==> src/rtl/flash_seq_pkg.sv <==
/*
 Constants and types shared by the flash row self-write sequencer.
 Assumes a 20 MHz system clock and a 32-bit AXI4-Lite register port.
*/
package flash_seq_pkg;
  // ------------------------------------------------------------------
  // Register map (byte addresses)
  // ------------------------------------------------------------------
  localparam logic [7:0] OFS_CTRL    = 8'h00;
  localparam logic [7:0] OFS_KEY     = 8'h04;
  localparam logic [7:0] OFS_ADDR_LO = 8'h08;
  localparam logic [7:0] OFS_ADDR_HI = 8'h0C;
  localparam logic [7:0] OFS_DATA_LO = 8'h10;
  localparam logic [7:0] OFS_DATA_HI = 8'h14;
  // ------------------------------------------------------------------
  // Control register fields
  // ------------------------------------------------------------------
  localparam int BIT_WR_START   = 1;
  localparam int BIT_PROG_EN    = 2;
  localparam int BIT_ERASE_SEL  = 4;
  localparam int BIT_LATCH_ONLY = 5;
  localparam logic [7:0] CTRL_FIXED_ONES = 8'h80;
  localparam logic [7:0] KEY_FIRST  = 8'h55;
  localparam logic [7:0] KEY_SECOND = 8'hAA;
  // ------------------------------------------------------------------
  // Geometry and timing
  // ------------------------------------------------------------------
  localparam int ADDR_W   = 13;
  localparam int DATA_W   = 14;
  localparam int ROW_BITS = 5;
  localparam int ROW_WORDS = 32;
  localparam int CLK_NS   = 50;
  localparam int SETUP_CYC = 2;
  localparam int T_OP_US   = 4000;
  localparam int OP_CYC    = T_OP_US * 1000 / CLK_NS;
  localparam int T_PWRT_MS = 64;
  localparam int PWRT_CYC  = T_PWRT_MS * 1000 * (1000 / CLK_NS);
  // Protected upper bound per write-protect setting (exclusive)
  localparam logic [13:0] WP_LIM_0 = 14'h1000;
  localparam logic [13:0] WP_LIM_1 = 14'h0800;
  localparam logic [13:0] WP_LIM_2 = 14'h0200;
  localparam logic [13:0] WP_LIM_3 = 14'h0000;
  localparam logic [1:0] RESP_OKAY   = 2'h0;
  localparam logic [1:0] RESP_DECERR = 2'h3;

  typedef enum logic [1:0] {OP_LATCH, OP_ERASE, OP_COMMIT} op_type;

  typedef struct packed {
    logic                      erase;
    logic                      write;
    logic [ADDR_W-ROW_BITS-1:0] row;
    logic [ROW_BITS-1:0]       word;
    logic [DATA_W-1:0]         data;
  } flash_cmd_type;
endpackage : flash_seq_pkg

==> src/rtl/flash_row_self_write_sequencer.sv <==
/*
 Flash row self-write sequencer: unlock check, row latches, erase and
 commit sequencing, processor stall and no-op forcing.
 Assumes an AXI4-Lite master on the system clock and a flash array that
 accepts one erase or one word write per command strobe.
*/
module flash_row_self_write_sequencer #(
  parameter int OP_CYCLES   = flash_seq_pkg::OP_CYC,
  parameter int PWRT_CYCLES = flash_seq_pkg::PWRT_CYC
) (
  input  wire logic                         clk,
  input  wire logic                         nrst,
  input  wire logic [7:0]                   s_axi_awaddr,
  input  wire logic                         s_axi_awvalid,
  output wire logic                         s_axi_awready,
  input  wire logic [31:0]                  s_axi_wdata,
  input  wire logic [3:0]                   s_axi_wstrb,
  input  wire logic                         s_axi_wvalid,
  output wire logic                         s_axi_wready,
  output      logic [1:0]                   s_axi_bresp,
  output      logic                         s_axi_bvalid,
  input  wire logic                         s_axi_bready,
  input  wire logic [7:0]                   s_axi_araddr,
  input  wire logic                         s_axi_arvalid,
  output wire logic                         s_axi_arready,
  output      logic [31:0]                  s_axi_rdata,
  output      logic [1:0]                   s_axi_rresp,
  output      logic                         s_axi_rvalid,
  input  wire logic                         s_axi_rready,
  input  wire logic [1:0]                   write_protect_field,
  input  wire logic                         debug_halt,
  output      flash_seq_pkg::flash_cmd_type flash_cmd,
  output wire logic                         cpu_stall,
  output wire logic                         force_nop,
  output wire logic                         high_power_mode
);
  typedef enum logic [2:0] {ST_IDLE, ST_SETUP, ST_PROG, ST_WAIT} state_type;

  // ------------------------------------------------------------------
  // Protection check
  // ------------------------------------------------------------------
  function automatic logic is_protected(input logic [1:0] wp,
                                        input logic [12:0] a);
    logic [13:0] lim;
    lim = flash_seq_pkg::WP_LIM_3;
    unique case (wp)
      2'h0: lim = flash_seq_pkg::WP_LIM_0;
      2'h1: lim = flash_seq_pkg::WP_LIM_1;
      2'h2: lim = flash_seq_pkg::WP_LIM_2;
      2'h3: lim = flash_seq_pkg::WP_LIM_3;
    endcase
    return {1'b0, a} < lim;
  endfunction : is_protected

  state_type                    state_r;
  flash_seq_pkg::op_type        op_r;
  logic [4:0]                   addr_hi_r;
  logic [7:0]                   addr_lo_r;
  logic [5:0]                   data_hi_r;
  logic [7:0]                   data_lo_r;
  logic                         prog_en_r;
  logic                         erase_sel_r;
  logic                         latch_only_r;
  logic                         wr_r;
  logic [1:0]                   key_r;
  logic [31:0]                  cnt_r;
  logic [31:0]                  pwrt_r;
  logic [13:0]                  latch_mem [flash_seq_pkg::ROW_WORDS];
  logic                         rd_key_r;

  // ------------------------------------------------------------------
  // Bus decode
  // ------------------------------------------------------------------
  wire       wr_fire   = s_axi_awvalid & s_axi_wvalid & ~s_axi_bvalid;
  wire       rd_fire   = s_axi_arvalid & ~s_axi_rvalid;
  wire       wr_lane   = wr_fire & s_axi_wstrb[0];
  wire [7:0] wd        = s_axi_wdata[7:0];
  wire       sel_ctrl  = s_axi_awaddr == flash_seq_pkg::OFS_CTRL;
  wire       sel_key   = s_axi_awaddr == flash_seq_pkg::OFS_KEY;
  wire       sel_alo   = s_axi_awaddr == flash_seq_pkg::OFS_ADDR_LO;
  wire       sel_ahi   = s_axi_awaddr == flash_seq_pkg::OFS_ADDR_HI;
  wire       sel_dlo   = s_axi_awaddr == flash_seq_pkg::OFS_DATA_LO;
  wire       sel_dhi   = s_axi_awaddr == flash_seq_pkg::OFS_DATA_HI;
  wire       wr_mapped = sel_ctrl | sel_key | sel_alo | sel_ahi | sel_dlo | sel_dhi;
  wire       pwrt_done = pwrt_r == 32'h0;
  wire       idle      = state_r == ST_IDLE;
  wire [12:0] word_addr = {addr_hi_r, addr_lo_r};
  wire [7:0]  row_addr  = word_addr[12:flash_seq_pkg::ROW_BITS];
  wire [4:0]  latch_idx = word_addr[flash_seq_pkg::ROW_BITS-1:0];
  wire        armed     = key_r == 2'h2;
  wire        start_req = wr_lane & sel_ctrl & wd[flash_seq_pkg::BIT_WR_START];
  wire        start     = start_req & armed & idle & prog_en_r
                          & pwrt_done
                          & ~is_protected(write_protect_field, word_addr);
  wire        start_erase = wd[flash_seq_pkg::BIT_ERASE_SEL];
  wire        start_latch = wd[flash_seq_pkg::BIT_LATCH_ONLY];
  wire        setup_done  = state_r == ST_SETUP && cnt_r == 32'h1;
  wire        prog_last   = state_r == ST_PROG && cnt_r == 32'h1F;
  wire        wait_done   = state_r == ST_WAIT && cnt_r == 32'h1;

  assign s_axi_awready = wr_fire;
  assign s_axi_wready  = wr_fire;
  assign s_axi_arready = rd_fire;

  // ------------------------------------------------------------------
  // Unlock sequence tracker
  // ------------------------------------------------------------------
  wire [1:0] key_nxt =
    debug_halt                                       ? 2'h0 :
    !wr_fire                                         ? key_r :
    (sel_key && wd == flash_seq_pkg::KEY_FIRST)       ? 2'h1 :
    (sel_key && key_r == 2'h1 && wd == flash_seq_pkg::KEY_SECOND) ? 2'h2 :
    2'h0;

  always_ff @(posedge clk or negedge nrst)
  begin
    if (!nrst)
      key_r <= 2'h0;
    else
      key_r <= key_nxt;
  end

  // ------------------------------------------------------------------
  // Power-up timer
  // ------------------------------------------------------------------
  always_ff @(posedge clk or negedge nrst)
  begin
    if (!nrst)
      pwrt_r <= 32'(PWRT_CYCLES);
    else if (!pwrt_done)
      pwrt_r <= pwrt_r - 32'h1;
  end

  // ------------------------------------------------------------------
  // Software registers
  // ------------------------------------------------------------------
  always_ff @(posedge clk or negedge nrst)
  begin
    if (!nrst)
    begin
      addr_hi_r    <= 5'h00;
      addr_lo_r    <= 8'h00;
      data_hi_r    <= 6'h00;
      data_lo_r    <= 8'h00;
      prog_en_r    <= 1'b0;
      erase_sel_r  <= 1'b0;
      latch_only_r <= 1'b0;
    end
    else
    begin
      if (wr_lane && sel_alo)
        addr_lo_r <= wd;
      if (wr_lane && sel_ahi)
        addr_hi_r <= wd[4:0];
      if (wr_lane && sel_dlo)
        data_lo_r <= wd;
      if (wr_lane && sel_dhi)
        data_hi_r <= wd[5:0];
      if (wr_lane && sel_ctrl)
      begin
        prog_en_r    <= wd[flash_seq_pkg::BIT_PROG_EN];
        erase_sel_r  <= wd[flash_seq_pkg::BIT_ERASE_SEL];
        latch_only_r <= wd[flash_seq_pkg::BIT_LATCH_ONLY];
      end
      else if (wait_done && op_r == flash_seq_pkg::OP_ERASE)
        erase_sel_r <= 1'b0;
    end
  end

  // ------------------------------------------------------------------
  // Write-start bit: set by software only, cleared on completion
  // ------------------------------------------------------------------
  wire op_end = wait_done || (setup_done && op_r == flash_seq_pkg::OP_LATCH);

  always_ff @(posedge clk or negedge nrst)
  begin
    if (!nrst)
      wr_r <= 1'b0;
    else if (start)
      wr_r <= 1'b1;
    else if (op_end)
      wr_r <= 1'b0;
  end

  // ------------------------------------------------------------------
  // Operation sequencer
  // ------------------------------------------------------------------
  always_ff @(posedge clk or negedge nrst)
  begin
    if (!nrst)
    begin
      state_r <= ST_IDLE;
      op_r    <= flash_seq_pkg::OP_LATCH;
      cnt_r   <= 32'h0;
    end
    else
    begin
      unique case (state_r)
        ST_IDLE:
          if (start)
          begin
            state_r <= ST_SETUP;
            cnt_r   <= 32'(flash_seq_pkg::SETUP_CYC);
            op_r    <= start_erase ? flash_seq_pkg::OP_ERASE  :
                       start_latch ? flash_seq_pkg::OP_LATCH  :
                                     flash_seq_pkg::OP_COMMIT;
          end
        ST_SETUP:
          if (setup_done)
          begin
            unique case (op_r)
              flash_seq_pkg::OP_LATCH:
                state_r <= ST_IDLE;
              flash_seq_pkg::OP_ERASE:
              begin
                state_r <= ST_WAIT;
                cnt_r   <= 32'(OP_CYCLES);
              end
              default:
              begin
                state_r <= ST_PROG;
                cnt_r   <= 32'h0;
              end
            endcase
          end
          else
            cnt_r <= cnt_r - 32'h1;
        ST_PROG:
          if (prog_last)
          begin
            state_r <= ST_WAIT;
            cnt_r   <= 32'(OP_CYCLES);
          end
          else
            cnt_r <= cnt_r + 32'h1;
        ST_WAIT:
          if (wait_done)
            state_r <= ST_IDLE;
          else
            cnt_r <= cnt_r - 32'h1;
        default:
          state_r <= ST_IDLE;
      endcase
    end
  end

  // ------------------------------------------------------------------
  // Row latches
  // ------------------------------------------------------------------
  wire latch_load = (setup_done && op_r != flash_seq_pkg::OP_ERASE);

  always_ff @(posedge clk)
  begin
    if (latch_load)
      latch_mem[latch_idx] <= {data_hi_r, data_lo_r};
  end

  // ------------------------------------------------------------------
  // Flash array commands
  // ------------------------------------------------------------------
  always_ff @(posedge clk or negedge nrst)
  begin
    if (!nrst)
      flash_cmd <= '0;
    else
    begin
      flash_cmd.erase <= setup_done && op_r == flash_seq_pkg::OP_ERASE;
      flash_cmd.write <= state_r == ST_PROG;
      flash_cmd.row   <= row_addr;
      flash_cmd.word  <= state_r == ST_PROG ? cnt_r[4:0] : 5'h00;
      flash_cmd.data  <= state_r == ST_PROG ? latch_mem[cnt_r[4:0]] : 14'h0000;
    end
  end

  wire busy_op = !idle && op_r != flash_seq_pkg::OP_LATCH;
  assign force_nop       = state_r == ST_SETUP;
  assign cpu_stall       = busy_op;
  assign high_power_mode = !idle;

  // ------------------------------------------------------------------
  // Bus responses
  // ------------------------------------------------------------------
  wire [7:0] ctrl_rd = flash_seq_pkg::CTRL_FIXED_ONES
                       | ({7'h00, latch_only_r} << flash_seq_pkg::BIT_LATCH_ONLY)
                       | ({7'h00, erase_sel_r} << flash_seq_pkg::BIT_ERASE_SEL)
                       | ({7'h00, prog_en_r} << flash_seq_pkg::BIT_PROG_EN)
                       | ({7'h00, wr_r} << flash_seq_pkg::BIT_WR_START);
  wire       rd_key  = s_axi_araddr == flash_seq_pkg::OFS_KEY;
  wire       rd_map  = rd_key
                       || s_axi_araddr == flash_seq_pkg::OFS_CTRL
                       || s_axi_araddr == flash_seq_pkg::OFS_ADDR_LO
                       || s_axi_araddr == flash_seq_pkg::OFS_ADDR_HI
                       || s_axi_araddr == flash_seq_pkg::OFS_DATA_LO
                       || s_axi_araddr == flash_seq_pkg::OFS_DATA_HI;
  wire [7:0] rd_val  =
    s_axi_araddr == flash_seq_pkg::OFS_CTRL    ? ctrl_rd :
    s_axi_araddr == flash_seq_pkg::OFS_ADDR_LO ? addr_lo_r :
    s_axi_araddr == flash_seq_pkg::OFS_ADDR_HI ? {3'h0, addr_hi_r} :
    s_axi_araddr == flash_seq_pkg::OFS_DATA_LO ? data_lo_r :
    s_axi_araddr == flash_seq_pkg::OFS_DATA_HI ? {2'h0, data_hi_r} :
    8'h00;

  always_ff @(posedge clk or negedge nrst)
  begin
    if (!nrst)
    begin
      s_axi_bvalid <= 1'b0;
      s_axi_bresp  <= flash_seq_pkg::RESP_OKAY;
      s_axi_rvalid <= 1'b0;
      s_axi_rresp  <= flash_seq_pkg::RESP_OKAY;
      s_axi_rdata  <= 32'h0000_0000;
      rd_key_r     <= 1'b0;
    end
    else
    begin
      if (wr_fire)
      begin
        s_axi_bvalid <= 1'b1;
        s_axi_bresp  <= wr_mapped ? flash_seq_pkg::RESP_OKAY : flash_seq_pkg::RESP_DECERR;
      end
      else if (s_axi_bready)
        s_axi_bvalid <= 1'b0;
      if (rd_fire)
      begin
        s_axi_rvalid <= 1'b1;
        s_axi_rdata  <= {24'h00_0000, rd_val};
        s_axi_rresp  <= rd_map ? flash_seq_pkg::RESP_OKAY : flash_seq_pkg::RESP_DECERR;
        rd_key_r     <= rd_key;
      end
      else if (s_axi_rready)
        s_axi_rvalid <= 1'b0;
    end
  end
endmodule : flash_row_self_write_sequencer

==> config.mk <==
export PLATFORM = sky130hd
export DESIGN_NAME = flash_row_self_write_sequencer
export DESIGN_NICKNAME = d
export VERILOG_FILES = /design/src/rtl/flash_seq_pkg.sv /design/src/rtl/flash_row_self_write_sequencer.sv
export SDC_FILE = /design/constraint.sdc
export NUM_CORES = 1
export LEC_CHECK = 0
export ABC_AREA = 1
export CAP_MARGIN = 20
export CORE_ASPECT_RATIO = 1.1
export CORE_MARGIN = 1
export CORE_UTILIZATION = 60
export CTS_CLUSTER_DIAMETER = 60
export DETAILED_ROUTE_END_ITERATION = 7
export DONT_BUFFER_PORTS = 1
export HOLD_SLACK_MARGIN = 0.15
export PLACE_DENSITY = 0.76
export SYNTH_ARGS = -nofsm -noshare
export SYNTH_HDL_FRONTEND = slang
export SYNTH_SLANG_ARGS = --single-unit
==> constraint.sdc <==
create_clock -name clk -period 8.1 [get_ports clk]
set_clock_uncertainty 0.15 [all_clocks]
set_input_delay 1.62 -clock clk [delete_from_list [all_inputs] [get_ports clk]]
set_output_delay 1.62 -clock clk [all_outputs]
set_load 0.005 [all_outputs]
==> impl_metrics.env, run 1 <==
export IMPL_start_util_pct=61.1
export IMPL_dpl_cell_area_um2=27100
export IMPL_gp_congestion=0.950
export IMPL_row_count=80
export IMPL_holdPathStages=0
export IMPL_die_area_um2=45200
export IMPL_fin_area_um2=28900
export IMPL_ff2ff_path_depth=9
export IMPL_synth_top_area_share_pct=50.6
export IMPL_root_buffer="clkbuf_16"
export IMPL_cts_path_max_buffers=3
export IMPL_drtPass1Iterations=8
export IMPL_cp_num_cells=2
export IMPL_clkSinkCount=590
export IMPL_powerDensity_nw_per_um2=204
export IMPL_peakVddDrop_v=0.000175
export IMPL_status="finished clean"
export IMPL_drive_gt1_share_pct=8.21
export IMPL_cp_start_kind="input pin"
export IMPL_syn_to_final_growth_pct=8.77
export IMPL_setup_viol=0
export IMPL_maxCapViolations=0
export IMPL_wl_per_cell_um=20.6
export IMPL_synthFlopType="edfxtp_1"
export IMPL_path_buf_inv=1
export IMPL_synth_top_area_cell="edfxtp_1"
export IMPL_async_reset_ff_share_pct=24.1
export IMPL_cp_slowest_stage_delay_ps=260
export IMPL_place_hpwl_mm=42.2
export IMPL_gr_total_overflow=0
export IMPL_nFillCells=3283
export IMPL_post_cts_repair_setup_buffers=0
export IMPL_drcViolationCount=0
export IMPL_syn_area_per_cell_um2=9.90
export IMPL_ios=135
export IMPL_cts_buffers=59
export IMPL_crit_slowest_cell="inv_1"
export IMPL_max_freq_mhz=260
export IMPL_yosys_register_bits=590
export IMPL_clkLatencyLatePin_ps=630
export IMPL_critPathKind="input pin to primary output"
export IMPL_timing_setup_tns_ps=0
export IMPL_htree_num_levels=2
export IMPL_p_leak_uw=0.0106
export IMPL_final_antenna_net_count=0
export IMPL_grt_max_degree=145
export IMPL_ys_warn_count=0
export IMPL_final_hold_viol_count=0
export IMPL_yosysUniqueCellTypes=47
export IMPL_cts_resized=0
export IMPL_drt_iter0_markers=2246
export IMPL_path_max_fanout=11
export IMPL_core_um2=43500
export IMPL_synth_area_um2=26600
export IMPL_synth_area_leaders="edfxtp_1 (51%), dfrtp_1 (13%), nand2_1 (8.3%)"
export IMPL_fp_dieH_um=223
export IMPL_antenna_found_initial=1
export IMPL_dp_worst_setup_slack_ps=3820
export IMPL_dr_total_vias=19500
export IMPL_worstMarginPinSlew_ps=1070
export IMPL_arrival_ps=2070
export IMPL_diodes=0
export IMPL_worstPathCellList="nand2_1 > inv_1"
export IMPL_required_ps=6330
export IMPL_avgViaCountPerCell=5.90
export IMPL_rsz0062_at_grt="no"
export IMPL_port_buffers=0
export IMPL_min_path_type="flip-flop to flip-flop"
export IMPL_fin_ws_ps=4260
export IMPL_synth_edf_count=448
export IMPL_period_needed_ps=3840
export IMPL_grt_pass1_vias=18800
export IMPL_die_w_um=203
export IMPL_cts_tree="yes"
export IMPL_synthesis_instances=2689
export IMPL_finalWirelength_mm=67.9
export IMPL_num_nets_final=2747
export IMPL_min_period_over_period_pct=47.5
export IMPL_clk_pin_slew_worst_paths_ps=60
export IMPL_hold_buffers=0
export IMPL_final_cell_mix="nand2_1 (588), nor2_1 (484), edfxtp_1 (448), o21ai_0 (329), dfrtp_1 (135)"
export IMPL_crit_family="buffers and inverters"
export IMPL_ys_seq_area_share_pct=63.9
export IMPL_end_kind="primary output"
export IMPL_report_final_slew_viol_count=0
export IMPL_max_slew_margin_rel_pct=28.5
export IMPL_final_common_cell="nand2_1"
export IMPL_grt_usage_pct=30.2
export IMPL_grt_pass1_wl_mm=104
-- cell families after synthesis --
group	count (synthesis)	share of synthesized area, %
xor+xnor	28	0.922
fa+ha+maj	7	0.329
flops	590	63.9
other cells	1	0.0141
simple gates	1329	20.9
compound gates	455	9.07
buf+inv	279	4.80
-- synth_stat cells (9+ instances only) --
cell      number
o22ai_1       72
o21ai_0      329
xnor2_1        9
buf_4         34
nand3_1      114
edfxtp_1     448
nand2_1      588
nor3_1        26
o21ai_1       17
nand4_1       34
nor2_4        11
buf_2         41
nor2_1       490
inv_1        126
xor2_1        19
clkbuf_1      59
or2_2         16
dfrtp_1      137
nor2_2        17
a21oi_1       25
-- power breakdown --
| group | switching [uW] | leakage, uW | internal (uW) |
|---|---|---|---|
| sequential | 11.2 | 0.00527 | 3240 |
| combinational | 33.1 | 0.00444 | 10.8 |
| clock | 1160 | 0.000896 | 1440 |
| total | 1200 | 0.0106 | 4690 |
-- registers in the layout, indices dropped and copies added, names as in the netlist --
signal,count
op_r,2
s_axi_rresp,1
data_hi_r,6
latch_only_r,1
state_r,2
pwrt_r,32
key_r,2
cnt_r,32
s_axi_rvalid,1
wr_r,1
latch_mem,448
data_lo_r,8
erase_sel_r,1
s_axi_bvalid,1
s_axi_rdata,8
addr_lo_r,8
s_axi_bresp,1
addr_hi_r,5
prog_en_r,1
flash_cmd,29
-- final cells by class --
cell class / instances / area [um^2] / share of cell area, %
clock inverters: 30 / 206 / 0.713
clock buffers: 80 / 1630 / 5.62
flip-flops and latches: 590 / 17000 / 58.8
repair buffers: 50 / 439 / 1.52
inverters: 134 / 508 / 1.75
multi-input cells: 1843 / 8430 / 29.1
well taps: 574 / 718 / 2.48
-- metal layers --
| metal | wire length (um) | GRT usage, % | part of all wire, % |
|---|---|---|---|
| met3 | 5220 | 3.59 | 7.7 |
| met4 | 2480 | 12.2 | 3.7 |
| met5 | 0 | 0 | 0 |
| met1 | 26500 | 40.1 | 39 |
| met2 | 33700 | 50.9 | 50 |
-- worst paths after layout --
check	from	endpoint	slack, ps
max in group asynchronous	nrst	pwrt_r[17]	7000
worst min register to register	addr_hi_r[0]	flash_cmd[22]	260
min in group asynchronous	nrst	pwrt_r[25]	550
worst max-delay path	s_axi_arvalid	s_axi_arready	4260
worst min-delay path	addr_hi_r[0]	flash_cmd[22]	260
worst max register to register	cnt_r[2]	latch_mem[14][2]	4310
-- through the flow --
stage               cells  util, %  hold slack [ps]  power (uW)
CTS                  3299     66.4              269        5910
finish               3301     66.5              264        5890
global placement     3187     62.1              257        3350
floorplan            2712        -              219        3350
global route         3301     66.5              291        6030
detailed placement   3189     62.1              262        3350
Power figures use the tool's default switching activity.
==> run 2: changes to the inputs <==
Settings changed: CORE_UTILIZATION 60 to 58.
Clock period 8.1 ns to 3.3 ns, I/O delays scaled along.
==> run 2 against run 1 <==
Register-to-register slack got worse by 3900 ps. First-iteration DRC count decreased by 1.8%. Largest power group unchanged. Largest cell class unchanged. Clock power increased to 2.6 times the previous value. Count of clock-buffer cells in the layout decreased by 6. Highest routed layer is now met5. Hold slack got worse by 700 ps. The run now ends with design-rule violations, negative hold slack left. Global-route usage decreased by 0.15 points. Critical path type is now flip-flop to flip-flop. Setup slack got worse by 3800 ps.
==> impl_metrics.env, run 2 (synthesis gave the netlist of run 1 again) <==
export IMPL_worstPathCellList="inv_2 > ha_1 > nand2_1 > nor2_1 > nand3_2 > nor2_4 > nand2_2 > nor3_4 > nand2_1 > nor2_1 > buf_4"
export IMPL_grt_usage_pct=30.1
export IMPL_ff2ff_path_depth=11
export IMPL_final_common_cell="nand2_1"
export IMPL_die_w_um=206
export IMPL_wl_met1_mm=27.1
export IMPL_dr_total_vias=19700
export IMPL_multi_input_area_um2=8410
export IMPL_gr_total_overflow=0
export IMPL_min_period_over_period_pct=87.0
export IMPL_place_hpwl_mm=42.8
export IMPL_end_kind="flip-flop"
export IMPL_clk_pin_slew_worst_paths_ps=70
export IMPL_syn_to_final_growth_pct=10.2
export IMPL_arrival_ps=3020
export IMPL_report_final_slew_viol_count=0
export IMPL_die_area_um2=46700
export IMPL_avgViaCountPerCell=5.90
export IMPL_htree_num_levels=2
export IMPL_drcViolationCount=10
export IMPL_drtPass1Iterations=8
export IMPL_final_core_util_pct=65.3
export IMPL_fin_ws_ps=430
export IMPL_max_slew_margin_rel_pct=35.4
export IMPL_failed_checks="design-rule violations, negative hold slack"
export IMPL_root_buffer="clkbuf_16"
export IMPL_cts_tree="yes"
export IMPL_grt_pass1_wl_mm=105
export IMPL_ios=135
export IMPL_final_hold_viol_count=142
export IMPL_grt_max_degree=154
export IMPL_clkLatencyLatePin_ps=650
export IMPL_timing_setup_tns_ps=0
export IMPL_hold_buffers=14
export IMPL_cts_path_max_buffers=3
export IMPL_clkSinkCount=590
export IMPL_post_cts_repair_setup_buffers=0
export IMPL_core_um2=44900
export IMPL_antenna_found_initial=2
export IMPL_maxCapViolations=0
export IMPL_worstMarginPinSlew_ps=965
export IMPL_required_ps=3450
export IMPL_setup_viol=0
export IMPL_dr_wl_met3_mm=5.69
export IMPL_cp_start_kind="flip-flop"
export IMPL_max_freq_mhz=348
export IMPL_dpl_cell_area_um2=27200
export IMPL_wl_per_cell_um=20.8
export IMPL_nFillCells=3403
export IMPL_fin_area_um2=29300
export IMPL_status="finished with violations"
export IMPL_port_buffers=0
export IMPL_critPathKind="flip-flop to flip-flop"
export IMPL_top_regs="latch_mem: 448 flops, cnt_r: 32 flops, pwrt_r: 32 flops"
export IMPL_final_cell_mix="nand2_1 (588), nor2_1 (489), edfxtp_1 (448), o21ai_0 (329), dfrtp_1 (135)"
export IMPL_diodes=0
export IMPL_largest_reg_flops=448
export IMPL_min_path_type="input pin to asynchronous set/reset pin"
export IMPL_num_nets_final=2780
export IMPL_cts_resized=0
export IMPL_drt_iter0_markers=2206
export IMPL_path_max_fanout=14
export IMPL_seqCellArea_um2=17000
export IMPL_top_register="latch_mem"
export IMPL_dp_worst_setup_slack_ps=517
export IMPL_cts_buffers=59
export IMPL_grt_pass1_vias=18700
export IMPL_cp_slowest_stage_delay_ps=520
export IMPL_finalWirelength_mm=69.4
export IMPL_fp_dieH_um=227
export IMPL_peakVddDrop_v=0.000426
export IMPL_final_antenna_net_count=0
export IMPL_highest_layer="met5"
export IMPL_start_util_pct=59.3
export IMPL_hold_ws_ps=-433
export IMPL_drive_gt1_share_pct=8.71
export IMPL_row_count=81
export IMPL_powerDensity_nw_per_um2=504
export IMPL_wl_met2_mm=33.8
export IMPL_period_needed_ps=2870
export IMPL_crit_slowest_cell="dfrtp_4"
export IMPL_rsz0062_at_grt="no"
export IMPL_p_leak_uw=0.0108
export IMPL_gp_congestion=0.944
## run 2: area by class of cell
cell class,count,share of cell area [%]
sequential,590,58.0
timing repair buffer,83,2.48
inverter,134,1.73
clock buffer,74,5.55
tap,581,2.48
clock inverter,33,1.03
multi-input combinational,1843,28.7
## run 2: worst max-delay path, delay by kind of cell (launching register included)
| family | cells | cell delay (ps) |
|---|---|---|
| flops | 1 | 520 |
| simple gates | 8 | 1330 |
| fa+ha+maj | 1 | 160 |
| buf+inv | 2 | 360 |
## run 2: final timing paths
| path | from | end | slack (ps) |
|---|---|---|---|
| max in group asynchronous | nrst | flash_cmd[3] | 3160 |
| hold reg to reg | addr_lo_r[5] | flash_cmd[19] | 280 |
| setup reg to reg | cnt_r[1] | latch_mem[25][10] | 430 |
| min in group clk | s_axi_wdata[3] | addr_lo_r[3] | 180 |
| hold / removal | nrst | pwrt_r[29] | -430 |
| setup / recovery | cnt_r[1] | latch_mem[25][10] | 430 |
## run 2: power breakdown
part / internal [uW] / switching [uW] / total (uW)
Sequential: 7950 / 26.9 / 7980
Combinational: 35.0 / 84.5 / 120
Clock: 3810 / 2880 / 6700
## run 2: per-stage QoR
step / std cells / hold WS [ps] / total power, uW
after CTS: 3337 / -465 / 14800
after global routing: 3338 / -452 / 15100
after floorplan: 2712 / 214 / 8220
after detailed placement: 3216 / 218 / 8230
final: 3338 / -433 / 14800
after global placement: 3216 / 219 / 8230
## run 2: metal layers
metal | track usage [%] | up-vias
met1 | 40.1 | 9423
met3 | 4.10 | 173
li1 | - | 9134
met2 | 49.4 | 954
met5 | 0 | -
met4 | 13.2 | 2
==> run 3: changes to the inputs <==
Settings changed: CELL_PAD_IN_SITES_DETAIL_PLACEMENT set to 1, CELL_PAD_IN_SITES_GLOBAL_PLACEMENT set to 2, CORE_UTILIZATION 58 to 37, PLACE_DENSITY 0.76 to unset, PLACE_DENSITY_LB_ADDON set to 0.1.
==> run 3 against run 2 <==
The flow finishes with violations (negative hold slack). Sequential share of layout area shrank 1.7 points. Register-to-register slack is essentially flat. Flip-flop and latch count is the same. Hold slack gained 32 ps. Count of clock-buffer cells in the layout grew 25. First-iteration DRC count shrank 47%. Wire length grew 20%. Critical path depth is the same. Critical path type unchanged. Largest power group unchanged. Highest routed layer is now met4.
==> impl_metrics.env, run 3 (synthesis gave the netlist of run 1 again) <==
export IMPL_status="finished with violations"
export IMPL_failed_checks="negative hold slack"
export IMPL_min_path_type="input pin to asynchronous set/reset pin"
export IMPL_clk_pin_slew_worst_paths_ps=60
export IMPL_final_common_cell="nand2_1"
export IMPL_drive_gt1_share_pct=9.78
export IMPL_dr_total_vias=19500
export IMPL_hold_buffers=8
export IMPL_num_nets_final=2807
export IMPL_required_ps=3460
export IMPL_cts_buffers=71
export IMPL_grt_pass1_vias=20300
export IMPL_row_count=102
export IMPL_wl_met1_mm=36.4
export IMPL_cts_resized=0
export IMPL_htree_num_levels=3
export IMPL_power_frac_clock_pct=48.4
export IMPL_clkLatencyLatePin_ps=610
export IMPL_gp_congestion=0.838
export IMPL_cts_tree="yes"
export IMPL_antenna_found_initial=1
export IMPL_hold_ws_ps=-401
export IMPL_fin_area_um2=30200
export IMPL_dr_wl_met3_mm=2.60
export IMPL_drt_iter0_markers=1167
export IMPL_gr_total_overflow=0
export IMPL_dpl_cell_area_um2=27900
export IMPL_clkSinkCount=590
export IMPL_comb_power_share_pct=0.7
export IMPL_path_max_fanout=12
export IMPL_grt_usage_pct=22.9
export IMPL_wl_met2_mm=42.6
export IMPL_drtPass1Iterations=5
export IMPL_rsz0062_at_grt="no"
export IMPL_avgViaCountPerCell=5.23
export IMPL_ios=135
export IMPL_cp_start_kind="flip-flop"
export IMPL_die_w_um=258
export IMPL_switchingPower_uw=3220
export IMPL_arrival_ps=3020
export IMPL_netSwitchingFraction_pct=20.5
export IMPL_end_kind="flip-flop"
export IMPL_start_util_pct=37.6
export IMPL_fp_dieH_um=283
export IMPL_finalWirelength_mm=83.6
export IMPL_grt_pass1_wl_mm=126
export IMPL_p_seq_share_pct=50.9
export IMPL_worstMarginPinSlew_ps=981
export IMPL_port_buffers=0
export IMPL_root_buffer="clkbuf_16"
export IMPL_p_int_uw=12500
export IMPL_grt_max_degree=200
export IMPL_cp_startpoint="cnt_r[1]"
export IMPL_report_final_slew_viol_count=0
export IMPL_powerDensity_nw_per_um2=519
export IMPL_core_um2=70800
export IMPL_final_antenna_net_count=0
export IMPL_final_hold_viol_count=137
export IMPL_highest_layer="met4"
export IMPL_timing_setup_tns_ps=0
export IMPL_min_period_over_period_pct=86.5
export IMPL_max_freq_mhz=350
export IMPL_maxCapViolations=0
export IMPL_wl_per_cell_um=22.4
export IMPL_final_cell_mix="nand2_1 (588), nor2_1 (489), edfxtp_1 (448), o21ai_0 (329), dfrtp_1 (135)"
export IMPL_critPathKind="flip-flop to flip-flop"
export IMPL_largest_reg_flops=448
export IMPL_peakVddDrop_v=0.000343
export IMPL_period_needed_ps=2860
export IMPL_die_area_um2=73000
export IMPL_r2r_start="cnt_r[1]"
export IMPL_cts_path_max_buffers=3
export IMPL_setup_viol=0
export IMPL_place_hpwl_mm=54.3
export IMPL_p_leak_uw=0.0110
export IMPL_max_slew_margin_rel_pct=34.6
export IMPL_diodes=0
export IMPL_syn_to_final_growth_pct=13.6
export IMPL_finalPower_uw=15700
export IMPL_top_register="latch_mem"
export IMPL_top_regs="latch_mem: 448 flops, cnt_r: 32 flops, pwrt_r: 32 flops"
export IMPL_post_cts_repair_setup_buffers=0
export IMPL_drcViolationCount=0
[run 3: power groups by stage]
stage	clock network, uW	registers (uW)	logic, uW
after global placement	0	8130	106
final	7590	7980	116
after global routing	8020	7980	130
after detailed placement	0	8130	109
after CTS	7780	7980	116
after floorplan	0	8130	91.9
[run 3: area by class of cell]
class / count / area [um^2]
sequential: 590 / 17000
timing repair buffer: 98 / 856
clock buffer: 99 / 2010
clock inverter: 28 / 249
inverter: 134 / 508
tap: 936 / 1170
fill: 7973 / 40600
multi-input combinational: 1843 / 8410
[run 3: metal layers]
metal	GRT usage, %	vias up
li1	-	9199
met2	40.3	310
met4	6.89	0
met3	2.76	112
met1	29.3	9873
met5	0	-
[run 3: path summary, 6_finish.rpt]
path | cells past startpoint | slack, ps | to
setup / recovery | 11 | 440 | latch_mem[29][6]
hold / removal | 0 | -400 | flash_cmd[8]
setup reg to reg | 11 | 440 | latch_mem[29][6]
hold reg to reg | 0 | 270 | flash_cmd[19]
max in group asynchronous | 0 | 2890 | pwrt_r[17]
min in group clk | 3 | 170 | key_r[0]
[run 3: per-stage QoR]
step	setup slack, ps	utilization [%]	std cells
final	445	42.7	3728
after global routing	279	42.7	3728
after CTS	429	42.7	3728
after detailed placement	411	39.4	3593
after global placement	450	39.4	3593
after floorplan	106	-	2712
[run 3: worst max-delay path, stage by stage (launching register included)]
cell     delay (ps)
dfrtp_4         530
inv_2            90
ha_1            160
nand2_1          60
nor2_1          130
nand3_2         150
nor2_4          130
nand2_2         100
nor3_4          310
nand2_1         180
nor2_1          360
buf_12          210
